`src/hdl/csta_pkg.sv`:
```
// Package for the common start/trip aggregator: register map, fields, types.
// Assumes a classic Wishbone slave with 32-bit data and byte addressing.
package csta_pkg;
  // Register byte offsets
  localparam logic [7:0] CSTA_CTRL_OFS = 8'h00;
  localparam logic [7:0] CSTA_COND_OFS = 8'h04;
  localparam logic [7:0] CSTA_ISTAT_OFS = 8'h08;
  localparam logic [7:0] CSTA_ICLR_OFS = 8'h0c;
  localparam logic [7:0] CSTA_IEN_OFS = 8'h10;
  localparam logic [7:0] CSTA_CNT_START_OFS = 8'h14;
  localparam logic [7:0] CSTA_CNT_TRIP_OFS = 8'h18;
  localparam logic [7:0] CSTA_CNT_CLR_OFS = 8'h1c;
  localparam logic [7:0] CSTA_EXTRA_START_OFS = 8'h20;
  localparam logic [7:0] CSTA_EXTRA_TRIP_OFS = 8'h24;
  localparam logic [7:0] CSTA_TSTAMP_OFS = 8'h28;
  // Control fields
  localparam int CSTA_CTRL_OVR_POS = 0;
  localparam int CSTA_CTRL_FORCE_EN_POS = 2;
  localparam int CSTA_CTRL_STORE_POS = 4;
  // Event bit positions
  localparam int CSTA_EV_START_ON = 0;
  localparam int CSTA_EV_START_OFF = 1;
  localparam int CSTA_EV_TRIP_ON = 2;
  localparam int CSTA_EV_TRIP_OFF = 3;
  localparam int CSTA_NUM_EV = 4;
  // Reset values
  localparam logic [3:0] CSTA_STORE_RST = 4'hf;
  localparam logic [31:0] CSTA_EXTRA_RST = 32'h0000_0000;
  localparam logic [31:0] CSTA_CNT_RST = 32'h0000_0000;

  typedef enum logic [1:0] {
    CSTA_OVR_NORMAL = 2'h0,
    CSTA_OVR_START = 2'h1,
    CSTA_OVR_TRIP = 2'h2
  } csta_cond_t;

  typedef struct packed {
    logic [3:0] id;
    logic [31:0] tstamp;
  } csta_event_t;

  typedef struct packed {
    logic start;
    logic trip;
  } csta_common_t;
endpackage

```
`src/hdl/csta_aggregator.sv`:
```
// Common start/trip aggregator with overrides, events, counters and IRQ.
// Assumes stage inputs and extra sources are synchronous to clk; Wishbone classic slave.
// Overview of operation
// - Any stage start drives common start.
// - Any stage trip drives common trip.
// - Software-selected extra sources also drive common start.
// - Software-selected extra sources also drive common trip.
// - Override normal, start or trip; default normal; needs force enable.
// - Override is static, independent of setting group.
// - Read-only condition shows normal, start or trip.
// - No blocking input; stages handle their own blocking.
// - Four events: start on, start off, trip on, trip off.
// - Per-event store mask decides which events reach event buffer; one per cycle, lowest index wins.
// - Each event carries the time stamp of its recording.
// - Start and trip counters increment on each ON event only; software clears them.
// - Common outputs are exported for output control and user logic.
`timescale 1ns/10ps
module csta_aggregator #(
  parameter int N_STAGES = 8,
  parameter int N_EXTRA = 32
) (
  // Clock and reset
  input wire logic clk,
  input wire logic rst_b,
  // Protection stages and extra sources
  input wire logic [N_STAGES-1:0] stage_start,
  input wire logic [N_STAGES-1:0] stage_trip,
  input wire logic [N_EXTRA-1:0] extra_src,
  // Setting group, ignored by the override
  input wire logic [2:0] setting_group,
  // Common outputs
  output csta_pkg::csta_common_t common_out,
  // Event buffer feed
  output logic ev_valid,
  output csta_pkg::csta_event_t ev_data,
  // Wishbone
  input wire logic wb_cyc_i,
  input wire logic wb_stb_i,
  input wire logic wb_we_i,
  input wire logic [7:0] wb_adr_i,
  input wire logic [3:0] wb_sel_i,
  input wire logic [31:0] wb_dat_i,
  output logic [31:0] wb_dat_o,
  output logic wb_ack_o,
  // Interrupt
  output logic irq
);
  logic [1:0] ovr_ff;
  logic force_en_ff;
  logic [3:0] store_ff;
  logic [N_EXTRA-1:0] xstart_ff;
  logic [N_EXTRA-1:0] xtrip_ff;
  logic [31:0] tstamp_ff;
  logic [31:0] cnt_start_ff;
  logic [31:0] cnt_trip_ff;
  logic [3:0] istat_ff;
  logic [3:0] ien_ff;
  logic common_start_ff;
  logic common_trip_ff;
  logic ack_ff;
  logic [31:0] dat_ff;
  logic ev_valid_ff;
  csta_pkg::csta_event_t ev_ff;

  // Bus decode
  function automatic logic reg_hit(input logic [7:0] adr, input logic [7:0] ofs);
    return adr == ofs;
  endfunction

  wire bus_req = wb_cyc_i & wb_stb_i & ~ack_ff;
  wire wr = bus_req & wb_we_i;
  wire wr_ctrl = wr & reg_hit(wb_adr_i, csta_pkg::CSTA_CTRL_OFS) & wb_sel_i[0];
  wire wr_iclr = wr & reg_hit(wb_adr_i, csta_pkg::CSTA_ICLR_OFS) & wb_sel_i[0];
  wire wr_ien = wr & reg_hit(wb_adr_i, csta_pkg::CSTA_IEN_OFS) & wb_sel_i[0];
  wire wr_cclr = wr & reg_hit(wb_adr_i, csta_pkg::CSTA_CNT_CLR_OFS) & wb_sel_i[0];
  wire wr_xs = wr & reg_hit(wb_adr_i, csta_pkg::CSTA_EXTRA_START_OFS);
  wire wr_xt = wr & reg_hit(wb_adr_i, csta_pkg::CSTA_EXTRA_TRIP_OFS);

  function automatic logic [31:0] merge_bytes(input logic [31:0] old, input logic [31:0] nw,
                                              input logic [3:0] sel);
    logic [31:0] r;
    r = old;
    for (int i = 0; i < 4; i++) begin
      if (sel[i]) begin
        r[i*8 +: 8] = nw[i*8 +: 8];
      end
    end
    return r;
  endfunction

  // Clear with a coincident ON edge leaves a count of one
  function automatic logic [31:0] next_count(input logic [31:0] cur, input logic clr, input logic inc);
    logic [31:0] r;
    r = cur;
    if (clr) begin
      r = {31'h0000_0000, inc};
    end else if (inc) begin
      r = cur + 32'h0000_0001;
    end
    return r;
  endfunction

  // Combining; no blocking input exists here by design
  wire raw_start = (|stage_start) | (|(extra_src & xstart_ff));
  wire raw_trip = (|stage_trip) | (|(extra_src & xtrip_ff));
  // Override only honoured while forcing is enabled
  wire ovr_start = force_en_ff & (ovr_ff == csta_pkg::CSTA_OVR_START);
  wire ovr_trip = force_en_ff & (ovr_ff == csta_pkg::CSTA_OVR_TRIP);
  wire nxt_common_start = raw_start | ovr_start;
  wire nxt_common_trip = raw_trip | ovr_trip;

  // Trip outranks start in the condition
  wire [1:0] cond = common_trip_ff ? csta_pkg::CSTA_OVR_TRIP :
                    common_start_ff ? csta_pkg::CSTA_OVR_START : csta_pkg::CSTA_OVR_NORMAL;

  logic s_on, s_off, t_on, t_off;
  csta_edge u_start_edge (
    .clk(clk),
    .rst_b(rst_b),
    .level(common_start_ff),
    .on_pulse(s_on),
    .off_pulse(s_off)
  );
  csta_edge u_trip_edge (
    .clk(clk),
    .rst_b(rst_b),
    .level(common_trip_ff),
    .on_pulse(t_on),
    .off_pulse(t_off)
  );
  wire [3:0] ev_vec = {t_off, t_on, s_off, s_on};
  wire [3:0] ev_stored = ev_vec & store_ff;
  // Lowest event index first; start and trip edges may coincide, one report per cycle
  wire [3:0] ev_id = ev_stored[0] ? 4'h0 : ev_stored[1] ? 4'h1 : ev_stored[2] ? 4'h2 : 4'h3;

  // Read mux
  logic [31:0] rd;
  always_comb begin
    rd = 32'h0000_0000;
    case (wb_adr_i)
      csta_pkg::CSTA_CTRL_OFS: rd = {24'h00_0000, store_ff, 1'b0, force_en_ff, ovr_ff};
      csta_pkg::CSTA_COND_OFS: rd = {30'h0000_0000, cond};
      csta_pkg::CSTA_ISTAT_OFS: rd = {28'h000_0000, istat_ff};
      csta_pkg::CSTA_IEN_OFS: rd = {28'h000_0000, ien_ff};
      csta_pkg::CSTA_CNT_START_OFS: rd = cnt_start_ff;
      csta_pkg::CSTA_CNT_TRIP_OFS: rd = cnt_trip_ff;
      csta_pkg::CSTA_EXTRA_START_OFS: rd = 32'(xstart_ff);
      csta_pkg::CSTA_EXTRA_TRIP_OFS: rd = 32'(xtrip_ff);
      csta_pkg::CSTA_TSTAMP_OFS: rd = tstamp_ff;
      default: rd = 32'h0000_0000;
    endcase
  end

  // Control next values; override held apart from setting_group
  wire [1:0] nxt_ovr = wr_ctrl ? wb_dat_i[csta_pkg::CSTA_CTRL_OVR_POS +: 2] : ovr_ff;
  wire nxt_force_en = wr_ctrl ? wb_dat_i[csta_pkg::CSTA_CTRL_FORCE_EN_POS] : force_en_ff;
  wire [3:0] nxt_store = wr_ctrl ? wb_dat_i[csta_pkg::CSTA_CTRL_STORE_POS +: 4] : store_ff;
  wire [3:0] nxt_ien = wr_ien ? wb_dat_i[3:0] : ien_ff;

  // Extra source masks honour byte enables
  wire [31:0] xstart_wr = merge_bytes(32'(xstart_ff), wb_dat_i, wb_sel_i);
  wire [31:0] xtrip_wr = merge_bytes(32'(xtrip_ff), wb_dat_i, wb_sel_i);
  wire [N_EXTRA-1:0] nxt_xstart = wr_xs ? N_EXTRA'(xstart_wr) : xstart_ff;
  wire [N_EXTRA-1:0] nxt_xtrip = wr_xt ? N_EXTRA'(xtrip_wr) : xtrip_ff;

  // Status: set wins over clear
  wire [3:0] iclr_mask = wr_iclr ? wb_dat_i[3:0] : 4'h0;
  wire [3:0] nxt_istat = (istat_ff & ~iclr_mask) | ev_vec;
  wire [31:0] nxt_tstamp = tstamp_ff + 32'h0000_0001;

  // Counters; an event in the clearing cycle still counts
  wire clr_start = wr_cclr & wb_dat_i[0];
  wire clr_trip = wr_cclr & wb_dat_i[1];
  wire [31:0] nxt_cnt_start = next_count(cnt_start_ff, clr_start, s_on);
  wire [31:0] nxt_cnt_trip = next_count(cnt_trip_ff, clr_trip, t_on);

  // Event feed; stamp taken in the cycle the edge is seen
  csta_pkg::csta_event_t ev_new;
  csta_pkg::csta_event_t nxt_ev;
  wire nxt_ev_valid = |ev_stored;
  assign ev_new = '{id: ev_id, tstamp: tstamp_ff};
  assign nxt_ev = nxt_ev_valid ? ev_new : ev_ff;

  // Bus answer; read data held until the next read
  wire nxt_ack = bus_req;
  wire [31:0] nxt_dat = (bus_req & ~wb_we_i) ? rd : dat_ff;

  always_ff @(posedge clk) begin
    if (!rst_b) begin
      ovr_ff <= csta_pkg::CSTA_OVR_NORMAL;
    end else begin
      ovr_ff <= nxt_ovr;
    end
  end

  always_ff @(posedge clk) begin
    if (!rst_b) begin
      force_en_ff <= 1'b0;
    end else begin
      force_en_ff <= nxt_force_en;
    end
  end

  always_ff @(posedge clk) begin
    if (!rst_b) begin
      store_ff <= csta_pkg::CSTA_STORE_RST;
    end else begin
      store_ff <= nxt_store;
    end
  end

  always_ff @(posedge clk) begin
    if (!rst_b) begin
      ien_ff <= 4'h0;
    end else begin
      ien_ff <= nxt_ien;
    end
  end

  always_ff @(posedge clk) begin
    if (!rst_b) begin
      xstart_ff <= N_EXTRA'(csta_pkg::CSTA_EXTRA_RST);
    end else begin
      xstart_ff <= nxt_xstart;
    end
  end

  always_ff @(posedge clk) begin
    if (!rst_b) begin
      xtrip_ff <= N_EXTRA'(csta_pkg::CSTA_EXTRA_RST);
    end else begin
      xtrip_ff <= nxt_xtrip;
    end
  end

  // Common outputs registered one cycle after their inputs
  always_ff @(posedge clk) begin
    if (!rst_b) begin
      common_start_ff <= 1'b0;
      common_trip_ff <= 1'b0;
    end else begin
      common_start_ff <= nxt_common_start;
      common_trip_ff <= nxt_common_trip;
    end
  end

  always_ff @(posedge clk) begin
    if (!rst_b) begin
      tstamp_ff <= 32'h0000_0000;
    end else begin
      tstamp_ff <= nxt_tstamp;
    end
  end

  always_ff @(posedge clk) begin
    if (!rst_b) begin
      istat_ff <= 4'h0;
    end else begin
      istat_ff <= nxt_istat;
    end
  end

  always_ff @(posedge clk) begin
    if (!rst_b) begin
      cnt_start_ff <= csta_pkg::CSTA_CNT_RST;
    end else begin
      cnt_start_ff <= nxt_cnt_start;
    end
  end

  always_ff @(posedge clk) begin
    if (!rst_b) begin
      cnt_trip_ff <= csta_pkg::CSTA_CNT_RST;
    end else begin
      cnt_trip_ff <= nxt_cnt_trip;
    end
  end

  always_ff @(posedge clk) begin
    if (!rst_b) begin
      ev_valid_ff <= 1'b0;
      ev_ff <= '0;
    end else begin
      ev_valid_ff <= nxt_ev_valid;
      ev_ff <= nxt_ev;
    end
  end

  always_ff @(posedge clk) begin
    if (!rst_b) begin
      ack_ff <= 1'b0;
      dat_ff <= 32'h0000_0000;
    end else begin
      ack_ff <= nxt_ack;
      dat_ff <= nxt_dat;
    end
  end

  assign common_out = '{start: common_start_ff, trip: common_trip_ff};
  assign ev_valid = ev_valid_ff;
  assign ev_data = ev_ff;
  assign wb_ack_o = ack_ff;
  assign wb_dat_o = dat_ff;
  assign irq = |(istat_ff & ien_ff);
endmodule // csta_aggregator

```
`src/hdl/csta_edge.sv`:
```
// Edge detector for one common output: ON and OFF pulses.
// Assumes input is on the same clock.
`timescale 1ns/10ps
module csta_edge (
  // Clock and reset
  input wire logic clk,
  input wire logic rst_b,
  // Level in, pulses out
  input wire logic level,
  output logic on_pulse,
  output logic off_pulse
);
  logic prev_ff;

  always_ff @(posedge clk) begin
    if (!rst_b) begin
      prev_ff <= 1'b0;
    end else begin
      prev_ff <= level;
    end
  end

  assign on_pulse = level & ~prev_ff;
  assign off_pulse = ~level & prev_ff;
endmodule // csta_edge

```
`config.mk`:
```
export PLATFORM = sky130hd
export DESIGN_NAME = csta_aggregator
export DESIGN_NICKNAME = d
export VERILOG_FILES = /design/src/hdl/csta_pkg.sv /design/src/hdl/csta_aggregator.sv /design/src/hdl/csta_edge.sv
export SDC_FILE = /design/constraint.sdc
export NUM_CORES = 1
export LEC_CHECK = 0
export ABC_CLOCK_PERIOD_IN_PS = 4300
export BUFFER_PORTS_ARGS = -buffer_cell sky130_fd_sc_hd__clkbuf_2
export CAP_MARGIN = 0
export CORE_ASPECT_RATIO = 0.9
export CORE_UTILIZATION = 55
export DETAILED_ROUTE_END_ITERATION = 12
export GPL_TIMING_DRIVEN = 0
export PLACE_DENSITY = 0.77
export REMOVE_ABC_BUFFERS = 1
export SLEW_MARGIN = 20
export SYNTH_ARGS = -nofsm -noshare
export SYNTH_HDL_FRONTEND = slang
export SYNTH_SLANG_ARGS = --single-unit
```
`constraint.sdc`:
```
create_clock -name clk -period 4.3 [get_ports clk]
set_input_delay 0.43 -clock clk [delete_from_list [all_inputs] [get_ports clk]]
set_output_delay 0.43 -clock clk [all_outputs]
set_load 0.005 [all_outputs]
```
==> results of run 1 <==
==> cell type report <==
type,count,area (µm²),area share
multi-input cells,970,6660,0.481
flip-flops and latches,247,4940,0.357
repair buffers,174,972,0.0702
clock buffers,42,802,0.0579
well taps,286,358,0.0258
inverters,21,83.8,0.00606
clock inverters,5,28.8,0.00208
==> registers in the layout (all words and copies together) (netlist names) <==
register	count
cnt_start_ff	32
cnt_trip_ff	32
common_start_ff	1
common_trip_ff	1
ev_data	34
ev_valid	1
force_en_ff	1
ien_ff	4
istat_ff	4
ovr_ff	2
store_ff	4
tstamp_ff	32
u_start_edge.prev_ff	1
u_trip_edge.prev_ff	1
wb_ack_o	1
wb_dat_o	32
xstart_ff	32
xtrip_ff	32
==> metal layers <==
| layer | vias to the layer above | wire [µm] |
|---|---|---|
| met4 | 0 | 1560 |
| li1 | 5174 | - |
| met5 | - | 0 |
| met3 | 98 | 3770 |
| met1 | 5429 | 15800 |
| met2 | 603 | 16600 |
==> Yosys cell counts, types with 23 or more instances <==
cell / number
nor2_1: 142
or3_1: 25
or4_1: 27
a22oi_1: 39
dfxtp_1: 247
nand2_1: 81
mux2i_1: 144
nand3b_1: 33
o21ai_0: 50
a21oi_1: 51
a22o_1: 35
nand4_1: 32
nand2b_1: 23
clkbuf_1: 69
nand3_1: 37
==> power breakdown <==
part	internal [mW]	switching (mW)
registers	2.30	0.0217
clock network	1.27	0.935
logic	0.111	0.201
==> final timing paths <==
kind	endpoint	slack (ps)	cells past startpoint
worst min register to register	wb_dat_o[17]	450	2
worst max-delay path	xtrip_ff[2]	1310	6
worst max register to register	cnt_trip_ff[13]	1640	4
worst min-delay path	xstart_ff[30]	150	3
==> kinds of logic after synthesis <==
family / after synthesis / share of synthesized area
AOI/OAI and AO/OA: 296 / 0.176
xor gates and xnor gates: 29 / 0.0211
adders and majority gates: 3 / 0.00311
buffers and inverters: 122 / 0.0427
DFF: 247 / 0.410
muxes: 144 / 0.120
other: 1 / 0.000311
and+or+nand+nor: 496 / 0.227
==> layout by cell type (no fill, tap or decap), drive strengths merged, types with 22 or more instances in the layout <==
cell type  instances
o21ai             53
nand2b            23
nor4              25
dfxtp            247
nand2             81
a21oi             51
nand3b            34
or3               25
nand4             35
nand3             37
a22o              35
clkbuf           208
nor2             144
inv               22
or4               27
a22oi             39
mux2i            144
==> tightest hold or removal path: cells and delay by family <==
family | cells | cell delay (ps)
and+or+nand+nor | 1 | 70
muxes | 1 | 60
buffers and inverters | 1 | 90
==> stage by stage <==
step                setup TNS [ps]   util  worst slack, ps
global route                     0  0.655             1170
finish                           0  0.655             1310
CTS                              0  0.655             1340
floorplan                        0      -              819
detailed placement               0  0.615              764
global placement            -35530  0.606             -711
==> metrics.md, run 1 <==
| Metric | Value |
|---|---|
| Port bufs | `167` |
| GR Overflow Total | `0` |
| Postcts setup bufs | `0` |
| Yosys top cell by area | `dfxtp_1` |
| Max Fclk | `334 MHz` |
| Pwr dens | `350 nW/µm²` |
| TritonCTS Buffers | `26` |
| Met2 GRT Util | `0.505` |
| Clock Path Buffers | `3` |
| Die span in y | `142 µm` |
| Worst-path fanout max | `53` |
| Hold crit path type | `in -> reg` |
| Worst reg2reg path startpoint | `common_trip_ff` |
| Max_slew headroom | `0.243` |
| Peak VDD IR | `0.000238 V` |
| DRT iter0 DRCs | `1,313` |
| Met3 Track Usage GR | `0.0582` |
| Max Cap Viol | `0` |
| Final setup fails | `0` |
| CP startpoint | `wb_adr_i[2]` |
| Total GRT Usage | `0.332` |
| Sequential share of the synthesized area | `0.410` |
| Synthesized flop and latch total | `247` |
| Number of antenna violations at the first check in global routing | `0` |
| Drt drc | `0` |
| Vias per inst | `6.48` |
| Startpoint types | `input pin` |
| Async S/R FF share, synth | `0` |
| LEAKAGE | `5.38 nW` |
| Crit-path cells | `buf_2, nor4b_2, nor4b_2, buf_2, mux2i_1, nor2_1` |
| Least-Margin Pin Slew | `1130 ps` |
| Final Max Slew Viols | `0` |
| Post-Syn Area per Cell | `9.01 µm²` |
| Number of diodes | `0` |
| Yosys warnings | `0` |
| Worst path max stage delay | `950 ps` |
| Outcome | `finished, final reports clean` |
| Final instance area | `13,800 µm²` |
| Via count | `11,300` |
| I/O Pins | `173` |
| Fin. Hold Viols | `0` |
| Placement Cell Area | `13,000 µm²` |
| CP Class | `in -> reg` |
| Slowest CP cell | `nor4b_2` |
| Die width | `158 µm` |
| Final min period | `2990 ps` |
| Area contributors post-synth | `dfxtp_1, mux2i_1, nor2_1` |
| CTS tree | `built` |
| Total Wirelength | `37.7 mm` |
| Synth top area share | `0.410` |
| Placed Cells | `1,698` |
| Clock transition at the registers of the reported paths | `60 ps` |
| Final Power | `4.84 mW` |
| Nets | `1,543` |
| Hold Slack | `152 ps` |
| CTS sink cnt | `247` |
| Drt pass-1 iters | `6` |
| Area added between synthesis and finish | `14.9%` |
| Initial core utilization | `0.570` |
| Number of global-route vias before repair | `10,200` |
| Synth unique cells | `67` |
| Clock Tree Root | `clkbuf_16` |
| WP data arrival | `3400 ps` |
| Netlist Area Pre-Place | `12,100 µm²` |
| Cts hold-fix bufs | `0` |
| Top FF cell, synth | `dfxtp_1` |
| Hold Crit Start | `wb_dat_i[30]` |
| Post-synth EDFFs | `0` |
| Final Skew | `12.0 ps` |
| WP data required | `4710 ps` |
| Post-Syn Instances | `1,338` |
| Max H-tree Level | `1` |
| Resized cells post-CTS | `0` |
| Unrepaired setup endpoints after global routing | `false` |
| Final cell count without fillers | `1,745` |
| GPL Wtd Cong | `0.997` |
| Worst-Skew Late Latency | `540 ps` |
| Gr busiest metal | `met2` |
| WP buf/inv | `2` |
| Critical Path End Type | `flip-flop` |
| Wire length per cell | `21.6 µm` |
| First-pass GRT wire length | `57.5 mm` |
| Delay-heaviest family, CP | `simple AND/OR/NAND/NOR gates` |
| ANT nets after route | `0` |
| Pin count of the biggest net entering global routing | `88` |
| Grt met1 use | `0.463` |
| Final period utilization | `0.695` |
| Dpl hpwl | `26.6 mm` |
| Core area | `21,100 µm²` |
| Layout cell share with drive strength beyond 1 | `0.163` |
| Rows | `50` |
| Fill count | `1,820` |
| Die footprint | `22,500 µm²` |
Power figures use the tool's default switching activity.
==> inputs of run 2 (changes only) <==
--- a/config.mk
+++ b/config.mk
@@ -5,14 +5,15 @@
 export SDC_FILE = /design/constraint.sdc
 export NUM_CORES = 1
 export LEC_CHECK = 0
-export ABC_CLOCK_PERIOD_IN_PS = 4300
+export ABC_AREA = 1
+export ABC_CLOCK_PERIOD_IN_PS = 2400
 export BUFFER_PORTS_ARGS = -buffer_cell sky130_fd_sc_hd__clkbuf_2
 export CAP_MARGIN = 0
 export CORE_ASPECT_RATIO = 0.9
-export CORE_UTILIZATION = 55
+export CORE_UTILIZATION = 52
 export DETAILED_ROUTE_END_ITERATION = 12
 export GPL_TIMING_DRIVEN = 0
-export PLACE_DENSITY = 0.77
+export PLACE_DENSITY = 0.76
 export REMOVE_ABC_BUFFERS = 1
 export SLEW_MARGIN = 20
 export SYNTH_ARGS = -nofsm -noshare
==> constraint.sdc (replaced) <==
create_clock -name clk -period 2.4 [get_ports clk]
set_input_delay 0.24 -clock clk [delete_from_list [all_inputs] [get_ports clk]]
set_output_delay 0.24 -clock clk [all_outputs]
set_load 0.005 [all_outputs]
==> run 2 against run 1 <==
Effect of this change:
- die area up 5.7%
- combinational power up 41%
- critical endpoint is now cnt_trip_ff[19]
- largest power group unchanged
- total power up 78%
- critical path type is now reg -> reg
- global-route usage down 1.2 points
- clock skew up 5.9 ps
- synthesized area unchanged
- highest routed layer unchanged
- clock power up 82%
- non-clock buffer count up 20
- worst hold slack worse by 150 ps
==> metrics.md, run 2 <==
| Metric | Value |
|---|---|
| Outcome | `finished, final reports clean` |
| Total Wirelength | `39.1 mm (+3.8%)` |
| Clock Path Buffers | `3 (unchanged)` |
| Area contributors post-synth | `dfxtp_1, nand2_1, a21oi_1` |
| Max_slew headroom | `0.431 (+0.188)` |
| Peak VDD IR | `0.000646 V (+170%)` |
| Vias per inst | `5.51 (-15%)` |
| Top-count cell post-synth | `nand2_1` |
| LEAKAGE | `5.49 nW (+2.1%)` |
| Least-Margin Pin Slew | `853 ps (-278 ps)` |
| First-pass GRT wire length | `60.0 mm (+4.3%)` |
| Total GRT Usage | `0.320 (-0.0120)` |
| Max Fclk | `459 MHz` |
| Async S/R FF share, synth | `0 (unchanged)` |
| DRT iter0 DRCs | `1,576 (+20%)` |
| Number of diodes | `0 (unchanged)` |
| Worst-Skew Late Latency | `540 ps (about the same)` |
| Flop pwr share | `0.482 (+0.002)` |
| CP Class | `reg -> reg` |
| GPL Wtd Cong | `0.931 (-6.7%)` |
| Max reg flops | `34 (unchanged)` |
| Post-Syn Area per Cell | `6.81 µm² (-24%)` |
| Max Cap Viol | `0 (unchanged)` |
| Startpoint types | `flip-flop` |
| ANT nets after route | `0 (unchanged)` |
| Fill count | `2,138 (+17%)` |
| TritonCTS Buffers | `26 (unchanged)` |
| GR Overflow Total | `0 (unchanged)` |
| Final min period | `2180 ps` |
| Switch share | `0.233 (-0.00575)` |
| Unrepaired setup endpoints after global routing | `false` |
| Internal | `6.61 mW (+79%)` |
| Area added between synthesis and finish | `17.3%` |
| Postcts setup bufs | `0 (unchanged)` |
| Die width | `162 µm (+2.8%)` |
| Number of antenna violations at the first check in global routing | `0 (unchanged)` |
| Fin. Hold Viols | `0 (unchanged)` |
| Final Max Slew Viols | `0 (unchanged)` |
| Pin count of the biggest net entering global routing | `70 (-20%)` |
| Final cell count without fillers | `2,242 (+28%)` |
| Logic pwr share | `0.051 (-0.013)` |
| Via count | `12,300 (+9.2%)` |
| Worst-path fanout max | `25 (-53%)` |
| CTS tree | `built` |
| Yosys warnings | `0 (unchanged)` |
| Final setup fails | `0 (unchanged)` |
| Commonest non-fill, non-tap cell in the layout | `nand2_1` |
| Die footprint | `23,800 µm² (+5.7%)` |
| Netlist Area Pre-Place | `12,100 µm² (unchanged)` |
| Clock Tree Root | `clkbuf_16` |
| Layout cell share with drive strength beyond 1 | `0.155 (-0.00786)` |
| Rows | `52 (+4.0%)` |
| Commonest cells in the netlist | `nand2_1, dfxtp_1, nor2_1` |
| Number of global-route vias before repair | `11,200 (+9.9%)` |
| Clock power share | `0.468 (+0.012)` |
| Drt pass-1 iters | `5 (-1)` |
| Initial core utilization | `0.532 (-0.0377)` |
| Max H-tree Level | `1 (unchanged)` |
| Commonest cells after routing, fill and taps aside | `nand2_1, dfxtp_1, clkbuf_2, nor2_1, inv_1` |
| Pwr dens | `610 nW/µm² (+74%)` |
| Post-synth EDFFs | `0 (unchanged)` |
| Placed Cells | `2,169 (+28%)` |
| Final period utilization | `0.908` |
| Setup TNS Final | `0 ps (unchanged)` |
| Sequential share of the synthesized area | `0.410 (unchanged)` |
| Synthesized flop and latch total | `247 (unchanged)` |
| Drt drc | `0 (unchanged)` |
| Yosys top cell by area | `dfxtp_1` |
| I/O Pins | `173 (unchanged)` |
| Core area | `22,600 µm² (+7.1%)` |
| Port bufs | `167 (unchanged)` |
| Final Skew | `17.9 ps (+5.87 ps)` |
| Clock transition at the registers of the reported paths | `60 ps (about the same)` |
| Top FF cell, synth | `dfxtp_1` |
| WP data arrival | `2600 ps (-800 ps)` |
| WP data required | `2820 ps (-1890 ps)` |
| Synth top area share | `0.410 (unchanged)` |
| Hold crit path type | `in -> reg` |
| CTS sink cnt | `247 (unchanged)` |
| Nets | `2,030 (+32%)` |
| Setup WS pre-CTS | `-623 ps (-1390 ps)` |
| Wire length per cell | `17.4 µm (-19%)` |
| Fin worst setup slack | `220 ps (-1090 ps)` |
| Post-Syn Instances | `1,769 (+32%)` |
| NetSw | `2.01 mW (+74%)` |
| Die span in y | `146 µm (+2.8%)` |
| Critical Path End Type | `flip-flop` |
| Dpl hpwl | `28.3 mm (+6.4%)` |
| Synth unique cells | `46 (-31%)` |
==> run 2: kinds of logic (layout without fill, tap and decap cells) <==
kind of cell             Yosys count  after routing  synth area share
AO/OA/AOI/OAI                    334            334             0.150
adder cells (fa/ha/maj)            3              3           0.00311
flip-flops                       247            247             0.410
buffers and inverters            236            409            0.0808
XOR/XNOR                          23             23            0.0167
other                              1              2          0.000311
AND/OR/NAND/NOR                  925            927             0.339
==> run 2: final cells by class <==
type / count / area, µm² / share of cell area
Clock buffer: 39 / 781 / 0.0552
Clock inverter: 7 / 60.1 / 0.00425
Inverter: 168 / 639 / 0.0452
Multi-Input combinational cell: 1289 / 6200 / 0.438
Sequential cell: 247 / 4940 / 0.350
Tap cell: 297 / 372 / 0.0263
Timing Repair Buffer: 194 / 1140 / 0.0804
Timing Repair inverter: 1 / 7.51 / 0.000531
==> run 2: what timing repair did <==
action                                  CTS  global route
gates resized for setup                   5             3
hold buffers                             24             0
pin swaps                                 1             1
gates cloned                              1             2
hold endpoints to repair                 40             0
endpoints found under the setup margin   36            44
==> run 2: final timing paths <==
path | startpoint | to | slack (ps) | depth (start not counted)
worst max-delay path | wb_ack_o | cnt_trip_ff[19] | 220 | 8
worst min register to register | wb_dat_o[0] | wb_dat_o[0] | 470 | 2
worst min-delay path | wb_dat_i[15] | xstart_ff[15] | 2 | 3
worst max register to register | wb_ack_o | cnt_trip_ff[19] | 220 | 8
==> run 2: per-layer routing <==
layer / track usage / wire (µm)
met5: 0 / 0
met4: 0.0656 / 723
met3: 0.0520 / 3250
met1: 0.463 / 17600
met2: 0.499 / 17500
==> run 2: critical path: stages, from the launching register on <==
cell and delay (ps):
dfxtp_1 310, nor2_1 130, nand2_1 220, nor3_1 280, nand2_1 180, nand2_2 450
inv_1 270, o21ai_0 150, a21oi_1 60
==> run 2: power groups by stage <==
| stage | clock, mW | sequential (mW) | combinational (mW) |
|---|---|---|---|
| floorplan | 0 | 4.23 | 0.158 |
| CTS | 4.05 | 4.15 | 0.423 |
| global placement | 0 | 4.24 | 0.361 |
| global route | 4.22 | 4.15 | 0.474 |
| finish | 4.03 | 4.15 | 0.438 |
| detailed placement | 0 | 4.24 | 0.381 |
==> run 2: stage by stage <==
step	cell area, µm²	hold WS [ps]	utilization	power (mW)
CTS	14100	1.19	0.624	8.63
global route	14100	22.3	0.625	8.85
floorplan	11700	333	-	4.39
finish	14100	1.95	0.625	8.62
global placement	12900	446	0.571	4.60
detailed placement	13000	458	0.575	4.62
==> inputs of run 3 (changes only) <==
--- a/config.mk
+++ b/config.mk
@@ -8,9 +8,9 @@
 export ABC_AREA = 1
 export ABC_CLOCK_PERIOD_IN_PS = 2400
 export BUFFER_PORTS_ARGS = -buffer_cell sky130_fd_sc_hd__clkbuf_2
-export CAP_MARGIN = 0
 export CORE_ASPECT_RATIO = 0.9
 export CORE_UTILIZATION = 52
+export CTS_BUF_LIST = sky130_fd_sc_hd__clkbuf_4 sky130_fd_sc_hd__clkbuf_8 sky130_fd_sc_hd__clkbuf_16
 export DETAILED_ROUTE_END_ITERATION = 12
 export GPL_TIMING_DRIVEN = 0
 export PLACE_DENSITY = 0.76
==> run 3 against run 2 <==
Effect of this change:
- first-iteration DRC count decreased by 2.9%
- non-clock buffer count is the same
- worst hold slack improved by 6.8 ps
- register-to-register slack barely moved
- combinational power barely moved
- critical path depth increased by 1
- clock-buffer cell count stayed put
- clock power grew 1%
- routed wire length fell by 0.27%
- clock skew is 5.1 ps lower
- cell count unchanged
- sequential share of layout area down 0.056 points
- critical endpoint is now xtrip_ff[14]
- largest cell class unchanged
==> metrics.md, run 3 (same netlist as run 2, synthesis figures left out) <==
| Metric | Value |
|---|---|
| Crit-path cells | `clkbuf_2, inv_2, nand2_1, nor2_2, nand2_1, nor2_4, nand2_1, o21ai_0, a21oi_1` |
| Hold crit path type | `in -> reg` |
| Vias per inst | `5.55 (+0.75%)` |
| Fin. Hold Viols | `0 (unchanged)` |
| Max Fclk | `453 MHz (-1.2%)` |
| CTS sink cnt | `247 (unchanged)` |
| Total Wirelength | `39.0 mm (-0.27%)` |
| Critical Path End Type | `flip-flop` |
| GR Overflow Total | `0 (unchanged)` |
| WP data arrival | `2620 ps (+20 ps)` |
| Worst-Skew Late Latency | `540 ps (about the same)` |
| Max reg flops | `34 (unchanged)` |
| CP Class | `in -> reg` |
| Total GRT Usage | `0.320 (about the same)` |
| Max_slew headroom | `0.437 (+0.00605)` |
| Unrepaired setup endpoints after global routing | `false` |
| Fin worst setup slack | `194 ps (-25.7 ps)` |
| Max Cap Viol | `0 (unchanged)` |
| Via count | `12,400 (+0.75%)` |
| Die footprint | `23,800 µm² (unchanged)` |
| Rows | `52 (unchanged)` |
| Setup TNS Final | `0 ps (unchanged)` |
| Final Skew | `12.7 ps (-5.14 ps)` |
| Die width | `162 µm (unchanged)` |
| Max H-tree Level | `1 (unchanged)` |
| Final min period | `2210 ps (+25.7 ps)` |
| Worst-path fanout max | `15 (-40%)` |
| GPL Wtd Cong | `0.931 (unchanged)` |
| Core area | `22,600 µm² (unchanged)` |
| Initial core utilization | `0.532 (unchanged)` |
| TritonCTS Buffers | `26 (unchanged)` |
| Pin count of the biggest net entering global routing | `70 (unchanged)` |
| Final period utilization | `0.919 (+0.0107)` |
| I/O Pins | `173 (unchanged)` |
| Commonest non-fill, non-tap cell in the layout | `nand2_1` |
| Die span in y | `146 µm (unchanged)` |
| First-pass GRT wire length | `59.9 mm (-0.12%)` |
| Area added between synthesis and finish | `17.5%` |
| Setup WS pre-CTS | `-623 ps (unchanged)` |
| DRT iter0 DRCs | `1,531 (-2.9%)` |
| Clock Path Buffers | `3 (unchanged)` |
| Postcts setup bufs | `0 (unchanged)` |
| CTS tree | `built` |
| Least-Margin Pin Slew | `844 ps (-9.06 ps)` |
| WP data required | `2820 ps (about the same)` |
| WP buf/inv | `2 (+1)` |
| Delay-heaviest family, CP | `simple AND/OR/NAND/NOR gates` |
| Number of global-route vias before repair | `11,100 (-0.43%)` |
| Slowest CP cell | `nor2_4` |
| ANT nets after route | `0 (unchanged)` |
| Peak VDD IR | `0.000603 V (-6.8%)` |
| LEAKAGE | `5.51 nW (+0.37%)` |
| Outcome | `finished, final reports clean` |
| Commonest cells after routing, fill and taps aside | `nand2_1, dfxtp_1, clkbuf_2, nor2_1, inv_1` |
| Worst path max stage delay | `520 ps (+70 ps)` |
| Nets | `2,030 (unchanged)` |
| Number of antenna violations at the first check in global routing | `0 (unchanged)` |
| Number of diodes | `0 (unchanged)` |
| Port bufs | `167 (unchanged)` |
| Wire length per cell | `17.4 µm (-0.27%)` |
| Clock transition at the registers of the reported paths | `60 ps (about the same)` |
| Clock Tree Root | `clkbuf_16` |
| Most used cell, CP | `nand2_1` |
| Startpoint types | `input pin` |
| Fill count | `2,136 (-0.094%)` |
| Final Max Slew Viols | `0 (unchanged)` |
| Final setup fails | `0 (unchanged)` |
| Layout cell share with drive strength beyond 1 | `0.158 (+0.00308)` |
| Dpl hpwl | `28.3 mm (unchanged)` |
| Pwr dens | `612 nW/µm² (+0.44%)` |
| Drt drc | `0 (unchanged)` |
| Drt pass-1 iters | `6 (+1)` |
==> run 3: per-layer routing <==
metal | share of wire | up-vias | GRT usage
met5 | 0 | - | 0
met4 | 0.022 | 0 | 0.0693
met3 | 0.080 | 60 | 0.0497
met2 | 0.44 | 518 | 0.496
met1 | 0.46 | 5793 | 0.465
li1 | - | 6067 | -
==> run 3: final timing paths <==
path	startpoint	end	slack (ps)	depth (start not counted)
worst max-delay path	wb_adr_i[4]	xtrip_ff[14]	190	9
worst min register to register	ev_data[2]	ev_data[2]	470	2
worst min-delay path	wb_dat_i[15]	xstart_ff[15]	9	3
worst max register to register	wb_ack_o	cnt_trip_ff[19]	220	8
==> run 3: worst min-delay path: stages <==
cell and delay [ps]:
clkbuf_2 90, o21ai_0 70, a21oi_1 110
==> run 3: what timing repair did <==
| action | in CTS | in global routing |
|---|---|---|
| hold buffers | 24 | 0 |
| pin swaps | 1 | 1 |
| endpoints found under the setup margin | 36 | 52 |
| resized for setup | 4 | 5 |
| endpoints found under the hold margin | 41 | 0 |
| cloned | 1 | 2 |
==> run 3: area by class of cell <==
| cell class | count | area [µm²] | area share |
|---|---|---|---|
| timing repair buffer | 194 | 1140 | 0.0803 |
| clock buffer | 39 | 803 | 0.0567 |
| multi-input combinational | 1289 | 6200 | 0.438 |
| timing repair inverter | 1 | 7.51 | 0.000530 |
| inverter | 168 | 639 | 0.0451 |
| sequential | 247 | 4940 | 0.349 |
| clock inverter | 7 | 60.1 | 0.00424 |
| tap | 297 | 372 | 0.0262 |
==> run 3: through the flow <==
stage / instances / cell area [µm²] / hold slack [ps] / util / total power [mW]
floorplan: 1702 / 11700 / 333 / - / 4.39
global placement: 2166 / 12900 / 446 / 0.571 / 4.60
detailed placement: 2169 / 13000 / 458 / 0.575 / 4.62
CTS: 2240 / 14100 / 0.947 / 0.625 / 8.69
global route: 2242 / 14200 / 22.3 / 0.626 / 8.91
finish: 2242 / 14200 / 8.73 / 0.626 / 8.67
==> run 3: report_power, final <==
| group | internal [mW] | switching (mW) | total (mW) | leakage, nW |
|---|---|---|---|---|
| clock network | 2.41 | 1.67 | 4.08 | 0.441 |
| logic | 0.144 | 0.293 | 0.438 | 3.08 |
| registers | 4.12 | 0.0271 | 4.15 | 1.99 |
